**config.mk**
```make
export PLATFORM = sky130hd
export DESIGN_NAME = sdoc_decim
export DESIGN_NICKNAME = d
export VERILOG_FILES = /design/src/design/sdoc_pkg.sv /design/src/design/sdoc_decim.sv /design/src/design/sdoc_result_mem.sv
export VERILOG_INCLUDE_DIRS = /design/src /design/src/design
export SDC_FILE = /design/constraint.sdc
export NUM_CORES = 2
export LEC_CHECK = 0
export ABC_CLOCK_PERIOD_IN_PS = 15590
export BUFFER_PORTS_ARGS = -buffer_cell sky130_fd_sc_hd__buf_2
export CAP_MARGIN = 20
export CORE_MARGIN = 2
export CORE_UTILIZATION = 50
export CTS_CLUSTER_DIAMETER = 150
export DETAILED_ROUTE_END_ITERATION = 7
export GPL_TIMING_DRIVEN = 0
export PLACE_DENSITY = 0.66
export SLEW_MARGIN = 30
export SYNTH_ARGS = -nofsm -noshare
export SYNTH_HDL_FRONTEND = slang
export SYNTH_SLANG_ARGS = --single-unit
export TNS_END_PERCENT = 5
```
**constraint.sdc**
```tcl
create_clock -name clk_sys -period 15.59 [get_ports clk_sys]
set_input_delay 2.3385 -clock clk_sys [delete_from_list [all_inputs] [get_ports clk_sys]]
set_output_delay 2.3385 -clock clk_sys [all_outputs]
set_load 0.1 [all_outputs]
```
**src/design/sdoc_regs.svh**
```systemverilog
// Constants of the decimation and output coding block
`ifndef SDOC_REGS_SVH
`define SDOC_REGS_SVH

`define SDOC_RES_MAX       5'd24
`define SDOC_RES_OSR32     5'd17
`define SDOC_RES_OSR64     5'd20
`define SDOC_RES_OSR128    5'd23
`define SDOC_POS_SAT       24'h7fffff
`define SDOC_NEG_SAT       24'h800000
`define SDOC_POS_LIM       40'sh00007fffff
`define SDOC_NEG_LIM       -40'sh0000800000
`define SDOC_WID_16        2'h0
`define SDOC_WID_24        2'h1
`define SDOC_WID_32        2'h2
`define SDOC_WID_32L       2'h3
`define SDOC_OSR_CODE_RST  3'h3
`define SDOC_OSR_MAX3_CODE 3'h4
`define SDOC_LOG3_MIN      4'd5
`define SDOC_LOG3_MAX      4'd9
`define SDOC_SETTLE_MULT   16'd3
`define SDOC_SKIP_OUTPUTS  2'd2
`define SDOC_ALIGN_PRE     8
`define SDOC_ALIGN_BASE    5'd15

`endif

```
**src/design/sdoc_pkg.sv**
```systemverilog
// Types of the decimation and output coding block
package sdoc_pkg;

   typedef struct packed {
      logic [1:0] dither_level;
      logic [2:0] oversampling_select;
      logic [1:0] width_select;
   } sdoc_cfg_t;

   typedef enum logic [1:0] {
      SDOC_ST_SKIP = 2'b00,
      SDOC_ST_FILL = 2'b01,
      SDOC_ST_RUN  = 2'b10
   } sdoc_state_t;

endpackage : sdoc_pkg

```
**src/design/sdoc_decim.sv**
```systemverilog
// Multichannel sinc3 plus sinc1 decimator with output coding
// Summary of operation
// - Common two-bit dither setting turns dithering on or off in every modulator.
// - Third-order sinc decimates by its ratio, first-order averages its count.
// - Settling equals three third-order ratios plus (first-order minus one) times it.
// - First-order stage only active above total ratio 512; else passes through.
// - Select codes map to ratios 32..512 and first-order 1, 2, 4, 8.
// - Resolution 17, 20, 23 bits at 32, 64, 128; 24 bits above.
// - Resolution follows only the oversampling select, never the output width.
// - All channels share one oversampling setting and identical resolution.
// - Unsettled outputs are dropped; every data-ready marks settled data.
// - First result after restart comes once the full settling time elapsed.
// - Later data-ready pulses are spaced exactly one output data period.
// - Results are 24-bit two's complement words, most significant bit first.
// - Two-bit width setting picks 16, 24 or 32-bit words; 01 is 24.
// - Overrange clamps to 7fffff masked to the resolution, or to 800000, with no wraparound.
// - DC code scales full-scale modulator density to 8388608 times gain ratio.
// - Below 24 significant bits, results are left justified, low bits zero.
// - While hard reset is low every channel outputs zero.
// - Hard reset clears every filter stage and both output buffer halves.
`include "sdoc_regs.svh"

module sdoc_decim #(
   parameter int NCH = 4,
   parameter int IW  = 29
) (
   input  wire logic                    clk_sys,
   input  wire logic                    rst_b,
   input  wire sdoc_pkg::sdoc_cfg_t     cfg,
   input  wire logic                    restart,
   input  wire logic [NCH-1:0]          mod_bits,
   input  wire logic [$clog2(NCH)-1:0]  rd_chan,
   output logic                         dither_on,
   output logic                         data_ready,
   output logic                         settling,
   output logic      [4:0]              resolution_bits,
   output logic      [NCH-1:0][23:0]    channel_result,
   output logic      [31:0]             rd_data
);
   import sdoc_pkg::*;

   function automatic logic [3:0] f_log3(input logic [2:0] code);
      f_log3 = (code >= `SDOC_OSR_MAX3_CODE) ? `SDOC_LOG3_MAX
                                              : `SDOC_LOG3_MIN + {1'b0, code};
   endfunction : f_log3

   function automatic logic [1:0] f_log1(input logic [2:0] code);
      f_log1 = (code > `SDOC_OSR_MAX3_CODE) ? code[1:0] : 2'd0;
   endfunction : f_log1

   function automatic logic [4:0] f_res(input logic [2:0] code);
      case (code)
         3'h0:    f_res = `SDOC_RES_OSR32;
         3'h1:    f_res = `SDOC_RES_OSR64;
         3'h2:    f_res = `SDOC_RES_OSR128;
         default: f_res = `SDOC_RES_MAX;
      endcase
   endfunction : f_res

   function automatic logic [31:0] f_present(input logic [23:0] v,
                                             input logic [1:0]  ws);
      case (ws)
         `SDOC_WID_16:  f_present = {16'h0000, v[23:8]};
         `SDOC_WID_24:  f_present = {8'h00, v};
         `SDOC_WID_32:  f_present = {{8{v[23]}}, v};
         default:       f_present = {v, 8'h00};
      endcase
   endfunction : f_present

   // Shared decimation control: one setting for all channels
   logic [2:0]   osr_q;
   logic [8:0]   dec_cnt_q;
   logic [1:0]   skip_q;
   logic [2:0]   grp_q;
   logic         bank_q;
   logic         rd_bank_q;
   sdoc_state_t  st_q;
   sdoc_state_t  st_d;

   wire [2:0]  osr_code   = cfg.oversampling_select;
   wire [3:0]  lg3        = f_log3(osr_code);
   wire [1:0]  lg1        = f_log1(osr_code);
   wire [8:0]  third_order_ratio_m1    = 9'((10'h1 << lg3) - 10'h1);
   wire [2:0]  first_order_ratio_m1    = 3'((4'h1 << lg1) - 4'h1);
   wire [4:0]  total_lg   = 5'(3 * lg3) + {3'b000, lg1};
   wire [4:0]  align_sh   = total_lg - `SDOC_ALIGN_BASE;
   wire [4:0]  res        = f_res(osr_code);
   wire [23:0] keep_mask  = 24'hffffff << (`SDOC_RES_MAX - res);
   wire        restart_w  = restart || (osr_code != osr_q);
   wire        dec_tick   = (dec_cnt_q == third_order_ratio_m1);
   wire        grp_first  = (grp_q == 3'd0);
   wire        grp_last   = (grp_q == first_order_ratio_m1);
   wire        emit       = dec_tick && !restart_w && grp_last &&
                            (st_q != SDOC_ST_SKIP);

   assign dither_on       = (cfg.dither_level != 2'b00);
   assign resolution_bits = res;

   always_comb begin
      st_d = st_q;
      case (st_q)
         SDOC_ST_SKIP: begin
            if (dec_tick && skip_q == `SDOC_SKIP_OUTPUTS - 2'd1) begin
               st_d = SDOC_ST_FILL;
            end
         end
         SDOC_ST_FILL: begin
            if (emit) begin
               st_d = SDOC_ST_RUN;
            end
         end
         SDOC_ST_RUN:  st_d = SDOC_ST_RUN;
         default:      st_d = SDOC_ST_SKIP;
      endcase
      if (restart_w) begin
         st_d = SDOC_ST_SKIP;
      end
   end

   assign settling = (st_q != SDOC_ST_RUN);

   always_ff @(posedge clk_sys or negedge rst_b) begin
      if (!rst_b) begin
         osr_q <= `SDOC_OSR_CODE_RST;
         st_q  <= SDOC_ST_SKIP;
      end else begin
         osr_q <= osr_code;
         st_q  <= st_d;
      end
   end

   always_ff @(posedge clk_sys or negedge rst_b) begin
      if (!rst_b) begin
         dec_cnt_q <= '0;
         skip_q    <= '0;
         grp_q     <= '0;
      end else if (restart_w) begin
         dec_cnt_q <= '0;
         skip_q    <= '0;
         grp_q     <= '0;
      end else if (dec_tick) begin
         dec_cnt_q <= '0;
         if (st_q == SDOC_ST_SKIP) begin
            skip_q <= skip_q + 2'd1;
         end else begin
            grp_q  <= grp_last ? 3'd0 : grp_q + 3'd1;
         end
      end else begin
         dec_cnt_q <= dec_cnt_q + 9'd1;
      end
   end

   always_ff @(posedge clk_sys or negedge rst_b) begin
      if (!rst_b) begin
         data_ready <= 1'b0;
         bank_q     <= 1'b0;
         rd_bank_q  <= 1'b0;
      end else begin
         data_ready <= emit;
         if (emit) begin
            bank_q    <= ~bank_q;
            rd_bank_q <= bank_q;
         end
      end
   end

   // Per-channel filter and coding
   logic [NCH-1:0][31:0] present_w;
   logic [NCH-1:0][23:0] code_w;
   logic signed [39:0]   scaled_w [NCH];

   for (genvar ch = 0; ch < NCH; ch++) begin : g_ch
      logic signed [IW-1:0] in1_q, in2_q, in3_q;
      logic signed [IW-1:0] cd1_q, cd2_q, cd3_q;
      logic signed [31:0]   acc_q;

      wire signed [IW-1:0] x_w  = mod_bits[ch] ? IW'(1) : -IW'(1);
      // Combs take the next integrator value so the first window is full
      wire signed [IW-1:0] i3n_w = in3_q + in2_q;
      wire signed [IW-1:0] c1_w = i3n_w - cd1_q;
      wire signed [IW-1:0] c2_w = c1_w - cd2_q;
      wire signed [IW-1:0] c3_w = c2_w - cd3_q;
      wire signed [31:0]   s3_w = 32'(c3_w);
      wire signed [31:0]   sum_w = grp_first ? s3_w : acc_q + s3_w;
      wire signed [39:0]   wide_w = 40'(sum_w) <<< `SDOC_ALIGN_PRE;

      assign scaled_w[ch] = wide_w >>> align_sh;
      assign code_w[ch] =
         ((scaled_w[ch] > `SDOC_POS_LIM) ? `SDOC_POS_SAT :
          (scaled_w[ch] < `SDOC_NEG_LIM) ? `SDOC_NEG_SAT :
          scaled_w[ch][23:0]) & keep_mask;
      assign present_w[ch] = f_present(code_w[ch], cfg.width_select);

      always_ff @(posedge clk_sys or negedge rst_b) begin
         if (!rst_b) begin
            in1_q <= '0;
            in2_q <= '0;
            in3_q <= '0;
         end else if (restart_w) begin
            in1_q <= '0;
            in2_q <= '0;
            in3_q <= '0;
         end else begin
            in1_q <= in1_q + x_w;
            in2_q <= in2_q + in1_q;
            in3_q <= in3_q + in2_q;
         end
      end

      always_ff @(posedge clk_sys or negedge rst_b) begin
         if (!rst_b) begin
            cd1_q <= '0;
            cd2_q <= '0;
            cd3_q <= '0;
            acc_q <= '0;
         end else if (restart_w) begin
            cd1_q <= '0;
            cd2_q <= '0;
            cd3_q <= '0;
            acc_q <= '0;
         end else if (dec_tick) begin
            cd1_q <= i3n_w;
            cd2_q <= c1_w;
            cd3_q <= c2_w;
            acc_q <= sum_w;
         end
      end

      always_ff @(posedge clk_sys or negedge rst_b) begin
         if (!rst_b) begin
            channel_result[ch] <= '0;
         end else if (emit) begin
            channel_result[ch] <= code_w[ch];
         end
      end
   end

   sdoc_result_mem #(
      .NCH (NCH),
      .W   (32)
   ) u_mem (
      .clk_sys  (clk_sys),
      .rst_b    (rst_b),
      .wr_en    (emit),
      .wr_bank  (bank_q),
      .wr_words (present_w),
      .rd_bank  (rd_bank_q),
      .rd_chan  (rd_chan),
      .rd_data  (rd_data)
   );

   // Helper counters for the checks below
   logic [15:0] gap_q;
   logic        seen_q;
   wire  [15:0] settle_cyc = `SDOC_SETTLE_MULT * (16'(third_order_ratio_m1) + 16'd1) +
                             16'(first_order_ratio_m1) * (16'(third_order_ratio_m1) + 16'd1);
   wire  [15:0] period_cyc = (16'(third_order_ratio_m1) + 16'd1) << lg1;

   always_ff @(posedge clk_sys or negedge rst_b) begin
      if (!rst_b) begin
         gap_q  <= '0;
         seen_q <= 1'b0;
      end else if (restart_w) begin
         gap_q  <= '0;
         seen_q <= 1'b0;
      end else if (data_ready) begin
         gap_q  <= 16'd1;
         seen_q <= 1'b1;
      end else begin
         gap_q  <= gap_q + 16'd1;
      end
   end
endmodule : sdoc_decim

```
**src/design/sdoc_result_mem.sv**
```systemverilog
// Double output buffer of presented channel words
module sdoc_result_mem #(
   parameter int NCH = 4,
   parameter int W   = 32
) (
   input  wire logic                    clk_sys,
   input  wire logic                    rst_b,
   input  wire logic                    wr_en,
   input  wire logic                    wr_bank,
   input  wire logic [NCH-1:0][W-1:0]   wr_words,
   input  wire logic                    rd_bank,
   input  wire logic [$clog2(NCH)-1:0]  rd_chan,
   output logic      [W-1:0]            rd_data
);
   import sdoc_pkg::*;

   logic [W-1:0] mem_q [2][NCH];

   always_ff @(posedge clk_sys or negedge rst_b) begin
      if (!rst_b) begin
         for (int b = 0; b < 2; b++) begin
            for (int c = 0; c < NCH; c++) begin
               mem_q[b][c] <= '0;
            end
         end
      end else if (wr_en) begin
         for (int c = 0; c < NCH; c++) begin
            mem_q[wr_bank][c] <= wr_words[c];
         end
      end
   end

   always_ff @(posedge clk_sys or negedge rst_b) begin
      if (!rst_b) begin
         rd_data <= '0;
      end else begin
         rd_data <= mem_q[rd_bank][rd_chan];
      end
   end

endmodule : sdoc_result_mem

```
======== Yosys cells after proc, flatten, opt, wreduce, memory -nomap -nowiden ========
Index checks and enable logic that the tools add are counted.
word-level totals
  flip-flop bits (word level) ............. 1230
  input port bits ......................... 16
  output and inout bits ................... 136
  word-level logic and storage cells ...... 246
cells by class
  add/subtract/negate cells ............... 37
  multipliers ............................. 1
  magnitude comparators ................... 14
  equal/unequal tests ..................... 14
  shift operators ......................... 7
  multiplexer cells ....................... 98
  bitwise gates (word level) .............. 8
  reductions and logical operators ........ 18
operators by type and width
  kind                   number
  $mux 29                40
  $bwmux 256             4
  $demux 128 s1          4
  $mux 128               4
  $mux 32                15
  $pmux 32 s3            4
  $add 29x29->29         12
  $sub 29x29->29         12
  $mux 24                8
  $gt 40x24->1 const B   4
  $lt 40x24->1 const B   4
  $sshr 40x5->40         4
  $add 32x29->32         4
  $and 24x24->24         4
  $mux 96                1
  $bmux 32 s2            1
  $mux 64                1
  $shl 24x5->24 const A  1
  $mux 9                 2
  $mux 2                 7
  $mux 3                 4
  $pmux 4 s3             1
  $add 9x1->9 const B    1
  $eq 9x9->1             1
  other kinds (35)       54

======== Logic depth before layout (Yosys ltp) ========
  depth in word-level cells ............... 16
  depth in mapped cells ................... 66
  mapped depth without buffers ............ 62

======== Hierarchy ========
Synthesis repeated with hierarchy kept, for this count alone.
unflattened totals
  cell total of the unflattened synthesis .. 11697
  area, all modules ....................... 98999.9 um2
modules (own cells, without submodules)
  module           times used  cells an instance  area an instance (um2)  seq. area each (um2)
  sdoc_decim       1           11009              86688.1                 23575.1
  sdoc_result_mem  1           688                12311.8                 7206.9

======== Worst setup path after synthesis ========
Ideal clock, no wire load.
  path kind ............................... flip-flop to flip-flop
  from .................................... register g_ch[3].in2_q[1]
  to ...................................... register u_mem.mem_q[136] (netlist name)
  library setup time ...................... 0.125 ns
  arrival ................................. 12.592 ns
  required time ........................... 15.465 ns
  slack ................................... 2.873 ns
  cell stages (with the launch flop) ...... 62
  buffers on the path ..................... 3
  period minus slack after synthesis ...... 12.717 ns
  cells stage by stage .................... dfrtp_1 ha_1 a21o_1 a21oi_1 o21bai_1 a21oi_1 o21bai_1 a21oi_1 o21bai_1 a21oi_1 o21bai_1 a21oi_1 o21bai_1 a21oi_1 o21bai_1 a21oi_1 o21bai_1 a21oi_1 (+26 left out) ha_1 clkbuf_1 a211o_1 or2_2 o32a_1 mux2i_1 nand2_1 xnor2_1 a211oi_1 o41a_1 nor3_1 a31o_2 a311oi_1 a21o_1 buf_4 a22o_1 mux2_2 mux2_2
on the way
  cells in the longest elaborated chain, start to end .. 13
  elaborated cells on any way between the ends .. 14
  those cells by class .................... add/sub (5); order compare (2); shift (1); mux (5); bitwise (1)
ends and longest elaborated chain
  element                         RTL line               source
  start: declaration              sdoc_decim.sv:173      logic signed [IW-1:0] in1_q, in2_q, in3_q;
  start signal: assignment        sdoc_decim.sv:205      in2_q <= in2_q + in1_q;
  $add 29x29->29 *                sdoc_decim.sv:179      wire signed [IW-1:0] i3n_w = in3_q + in2_q;
  $sub 29x29->29 *                sdoc_decim.sv:180      wire signed [IW-1:0] c1_w = i3n_w - cd1_q;
  $sub 29x29->29 *                sdoc_decim.sv:181      wire signed [IW-1:0] c2_w = c1_w - cd2_q;
  $sub 29x29->29 *                sdoc_decim.sv:182      wire signed [IW-1:0] c3_w = c2_w - cd3_q;
  $add 32x29->32                  sdoc_decim.sv:184      wire signed [31:0] sum_w = grp_first ? s3_w : acc_q + s3_w;
  $mux 32 *                       sdoc_decim.sv:184
  $sshr 40x5->40 *                sdoc_decim.sv:187      assign scaled_w[ch] = wide_w >>> align_sh;
  $lt 40x24->1 (no line)          --
  $mux 24                         sdoc_decim.sv:190      (scaled_w[ch] < `SDOC_NEG_LIM) ? `SDOC_NEG_SAT :
  $mux 24 *                       sdoc_decim.sv:189      ((scaled_w[ch] > `SDOC_POS_LIM) ? `SDOC_POS_SAT :
  $and 24x24->24 *                sdoc_decim.sv:189
  $pmux 32 s3 *                   sdoc_decim.sv:62       case (ws)
  $bwmux 256 *                    sdoc_result_mem.sv:28  mem_q[wr_bank][c] <= wr_words[c];
  end signal: indexed assignment  sdoc_result_mem.sv:28
  end: declaration                sdoc_result_mem.sv:17  logic [W-1:0] mem_q [2][NCH];
Every way passes the cells marked *; elsewhere a longest branch is shown, timed or not.
A chain may end at the register's enable or synchronous reset.

======== Worst setup path after layout ========
  from .................................... register g_ch[1].in2_q[1]
  to ...................................... register u_mem.mem_q[79] (netlist name)
on the way
  cells in the longest elaborated chain, start to end .. 15
  elaborated cells on any way between the ends .. 16
  those cells by class .................... add/sub (5); order compare (2); shift (1); mux (7); bitwise (1)
ends and longest elaborated chain
  element                    RTL line
  start: declaration         sdoc_decim.sv:173
  start signal: assignment   sdoc_decim.sv:205
  $add 29x29->29 *           sdoc_decim.sv:179
  $sub 29x29->29 *           sdoc_decim.sv:180
  $sub 29x29->29 *           sdoc_decim.sv:181
  $sub 29x29->29 *           sdoc_decim.sv:182
  $add 32x29->32             sdoc_decim.sv:184
  $mux 32 *                  sdoc_decim.sv:184
  $sshr 40x5->40 *           sdoc_decim.sv:187
  $lt 40x24->1 (no line)     --
  $mux 24                    sdoc_decim.sv:190
  $mux 24 *                  sdoc_decim.sv:189
  $and 24x24->24 *           sdoc_decim.sv:189
  $pmux 32 s3 *              sdoc_decim.sv:62
  $bwmux 256 * (3 in a row)  sdoc_result_mem.sv:28
Marks and branches as above.

==> impl_metrics.py <==
metrics = {
    "sta": {
        "worst_slew_pin_slew_ns": 1.21,
        "fmax_mhz": 66.6,
        "final_max_slew_viol_count": 0,
        "hold_viol": 0,
        "slew_headroom_pct": 19.5,
        "rsz0062_at_grt": "true",
        "layout_min_cycle_time_ns": 15.01,
        "fin_skew_ns": 0.0616,
        "fin_crit_sh_pct": 96.3,
        "setup_viol_count_final": 0,
        "holdWs_ns": 0.474,
    },
    "clocking": {
        "cts_max_path_buffers": 3,
        "postCtsHoldBufs": 0,
        "cts_root_buffer": "clkbuf_16",
        "clock-sinks": 1230,
        "cts_buffers": 146,
        "clock_latency_ns": 0.86,
        "cts_max_level": 4,
        "clkSlewWorstSetupHoldPaths_ns": 0.06,
        "cts_tree": "done",
    },
    "pwr": {
        "irDropWorstVdd_v": 0.000176,
        "pwr-share-clk_pct": 16.3,
        "comb_power_share_pct": 69.4,
        "switching_share_pct": 56.4,
        "internal_power_mw": 9.80,
        "seq_power_share_pct": 14.3,
        "leakagePower_nw": 49.9,
        "power_density_mw_per_mm2": 204,
        "p_sw_mw": 12.7,
    },
    "logic_synthesis": {
        "ys_seq_area_share_pct": 31.1,
        "yosysUniqueCellTypes": 112,
        "async_reset_ff_share_pct": 100,
        "synthSimpleGateAreaFrac_pct": 17.3,
        "synth-compound-area-share_pct": 23.6,
        "mappedNetlistNets": 12800,
        "yosys_most_used_dff": "dfrtp_1",
        "synth_area_mm2": 0.0990,
        "synth-xor-area-share_pct": 5.70,
        "synthAdderAreaFrac_pct": 11.0,
        "ys_ff_latch": 1230,
        "synth_edf_count": 0,
        "yosys-mux-area-fraction_pct": 6.34,
        "syn_inst": 12000,
        "synth_top_family_by_area": "compound AO/OA/AOI/OAI gates",
        "synth_warnings": 0,
        "synth.avg_cell_area_um2": 8.28,
    },
    "floorplanning": {
        "die_height_um": 449,
        "io_pins": 152,
        "coreArea_mm2": 0.197,
        "rows": 163,
        "floorplan.die_area_mm2": 0.202,
        "initial_core_util_pct": 50.2,
        "die_x_um": 449,
    },
    "detailed_routing": {
        "drt-pass1-iter-count": 8,
        "vias_per_cell": 6.49,
        "vias": 98000,
        "drt_wl_total_um": 429000,
        "wl_per_cell_um": 28.4,
        "antenna_left": 0,
        "drt_iter0_drc": 10900,
        "route.detailed.drc": 6,
    },
    "hold_path": {
        "min_path_type": "reg2reg",
    },
    "final_layout": {
        "drive_gt1_share_pct": 8.86,
        "final_common_cell": "nand2_1",
        "area_growth_pct": 11.3,
        "final_cells": 15100,
        "nets": 13200,
        "fillers": 18100,
        "final_area_mm2": 0.110,
        "final_cell_mix": "nand2_1, dfrtp_1, nor2_1",
    },
    "worst_setup_path": {
        "cpPeakStageDelay_ns": 0.60,
        "required_ns": 16.30,
        "endpoint_kind": "flop",
        "start_kind": "flop",
        "critPathKind": "reg2reg",
        "cp.arrival_ns": 15.72,
        "path_max_fanout": 12,
        "worst_path_max_delay_cell": "nor4b_2",
        "path_common_cell": "a21oi_1",
    },
    "place": {
        "port_buffers": 147,
        "placed_area_mm2": 0.104,
        "place_hpwl_um": 341000,
        "dpl.cell_count": 14800,
        "gp_congestion": 1.09,
    },
    "global_routing": {
        "grt_antenna_before_repair": 36,
        "grt.overflow.total": 0,
        "grt_pass1_wl_um": 627000,
        "groute.usage.overall_pct": 41.5,
        "grt_start_max_net_pins": 109,
        "grt_pass1_vias": 94800,
    },
    "outcome": {
        "status": "finished, violations left",
        "failed_checks": "DRC",
    },
    "run": {
        "drv_cap": 0,
    },
}
==> worst max-delay path: cells and delay by family (launching register included) <==
kind	cells	cell delay [ns]
XOR/XNOR	5	1.54
multiplexers	2	0.91
adder cells (fa/ha/maj)	5	1.81
AND/OR/NAND/NOR	11	2.85
buffers and inverters	6	1.06
AO/OA/AOI/OAI	28	6.22
flip-flops	1	0.45
==> cells by family after synthesis <==
family          after synthesis
simple gates               3829
compound gates             3633
buf+inv                    1305
flops                      1230
fa+ha+maj                   850
xor+xnor                    631
mux                         480
other cells                   1
==> state kept, by name, summed over array words and instances, names as in the netlist, 2 cells and up <==
name and count:
g_ch.cd3_q 116, u_mem.mem_q 256, grp_q 3, g_ch.in1_q 116
g_ch.cd1_q 116, g_ch.in3_q 116, g_ch.in2_q 116, u_mem.rd_data 32
skip_q 2, channel_result 96, dec_cnt_q 9, g_ch.cd2_q 116
osr_q 3, g_ch.acc_q 128, st_q 2
==> cell usage after synthesis (all sizes together), types with 84 or more instances <==
| cell type | count | share of area, % |
|---|---|---|
| o211ai | 98 | 0.75 |
| nand2b | 108 | 0.68 |
| xnor2 | 419 | 3.7 |
| o31ai | 86 | 0.66 |
| mux2i | 215 | 2.2 |
| dfrtp | 1228 | 31 |
| o21ai | 721 | 3.7 |
| nor3 | 238 | 1.2 |
| mux2 | 164 | 1.9 |
| xor2 | 207 | 1.8 |
| nor2b | 96 | 0.61 |
| and2 | 167 | 1.1 |
| nor2 | 1211 | 4.6 |
| a31oi | 122 | 0.78 |
| a21oi | 1155 | 5.9 |
| ha | 819 | 10 |
| nand3 | 195 | 0.99 |
| nand2 | 1387 | 5.3 |
| buf | 84 | 0.36 |
| a21o | 240 | 1.8 |
| inv | 738 | 2.8 |
| a211oi | 243 | 1.8 |
| and3 | 118 | 0.75 |
| clkbuf | 482 | 1.8 |
| o21bai | 118 | 0.90 |
| mux4 | 101 | 2.3 |
| o21a | 138 | 1.0 |
==> power groups by stage <==
| stage | clock network [mW] | registers, mW | logic (mW) |
|---|---|---|---|
| after floorplan | 0 | 3.27 | 8.32 |
| after global placement | 0 | 3.28 | 14.0 |
| after detailed placement | 0 | 3.27 | 14.2 |
| after CTS | 3.68 | 3.21 | 14.4 |
| after global routing | 3.81 | 3.21 | 16.0 |
| final | 3.66 | 3.21 | 15.6 |
==> layer usage <==
metal | track usage, % | vias to the layer above | part of all wire (%)
met5 | 0.355 | - | 0.046
met4 | 20.2 | 18 | 5.5
met3 | 12.8 | 1029 | 11
met1 | 55.5 | 48500 | 42
met2 | 60.7 | 4906 | 42
li1 | - | 43600 | -
==> layout make-up <==
class	instances	area (µm²)	area share [%]
Clock inverter	59	798	0.724
Inverter	739	2780	2.52
Sequential cell	1230	30800	27.9
Buffer	565	2310	2.10
Antenna cell	25	62.6	0.0568
Multi-Input combinational cell	9424	63900	58.0
Tap cell	2640	3300	3.00
Clock buffer	205	4280	3.88
Timing Repair Buffer	216	1970	1.78
==> metrics by stage <==
stage                     TNS (ns)  utilization [%]  power (mW)  setup slack, ns
after CTS                   -0.320             55.6        21.3          -0.0732
after detailed placement     -9.45             53.0        17.5           -0.444
after global routing         -1.10             55.9        23.0          -0.0911
final                            0             55.9        22.5            0.583
after floorplan                  0                -        11.6             2.87
after global placement           -             52.3        17.3           -15.33
==> path summary, 6_finish.rpt <==
kind                                    from           endpoint  slack, ns  cells past startpoint
hold / removal             channel_result[5]  channel_result[5]       0.47                      1
max in group asynchronous              rst_b   g_ch[0].in1_q[4]      11.85                      5
setup reg to reg            g_ch[1].in2_q[1]    u_mem.mem_q[79]       0.58                     57
min in group asynchronous              rst_b   g_ch[3].in1_q[7]       1.37                      1
setup / recovery            g_ch[1].in2_q[1]    u_mem.mem_q[79]       0.58                     57
hold reg to reg            channel_result[5]  channel_result[5]       0.47                      1
==> repair_timing <==
action,in CTS,in global routing
pin swaps,1,8
endpoints found under the hold margin,0,0
gates resized for setup,12,100
gates cloned,0,0
setup buffers,0,13
setup endpoints to repair,76,236
No activity file was read; power rests on OpenSTA's default activity.
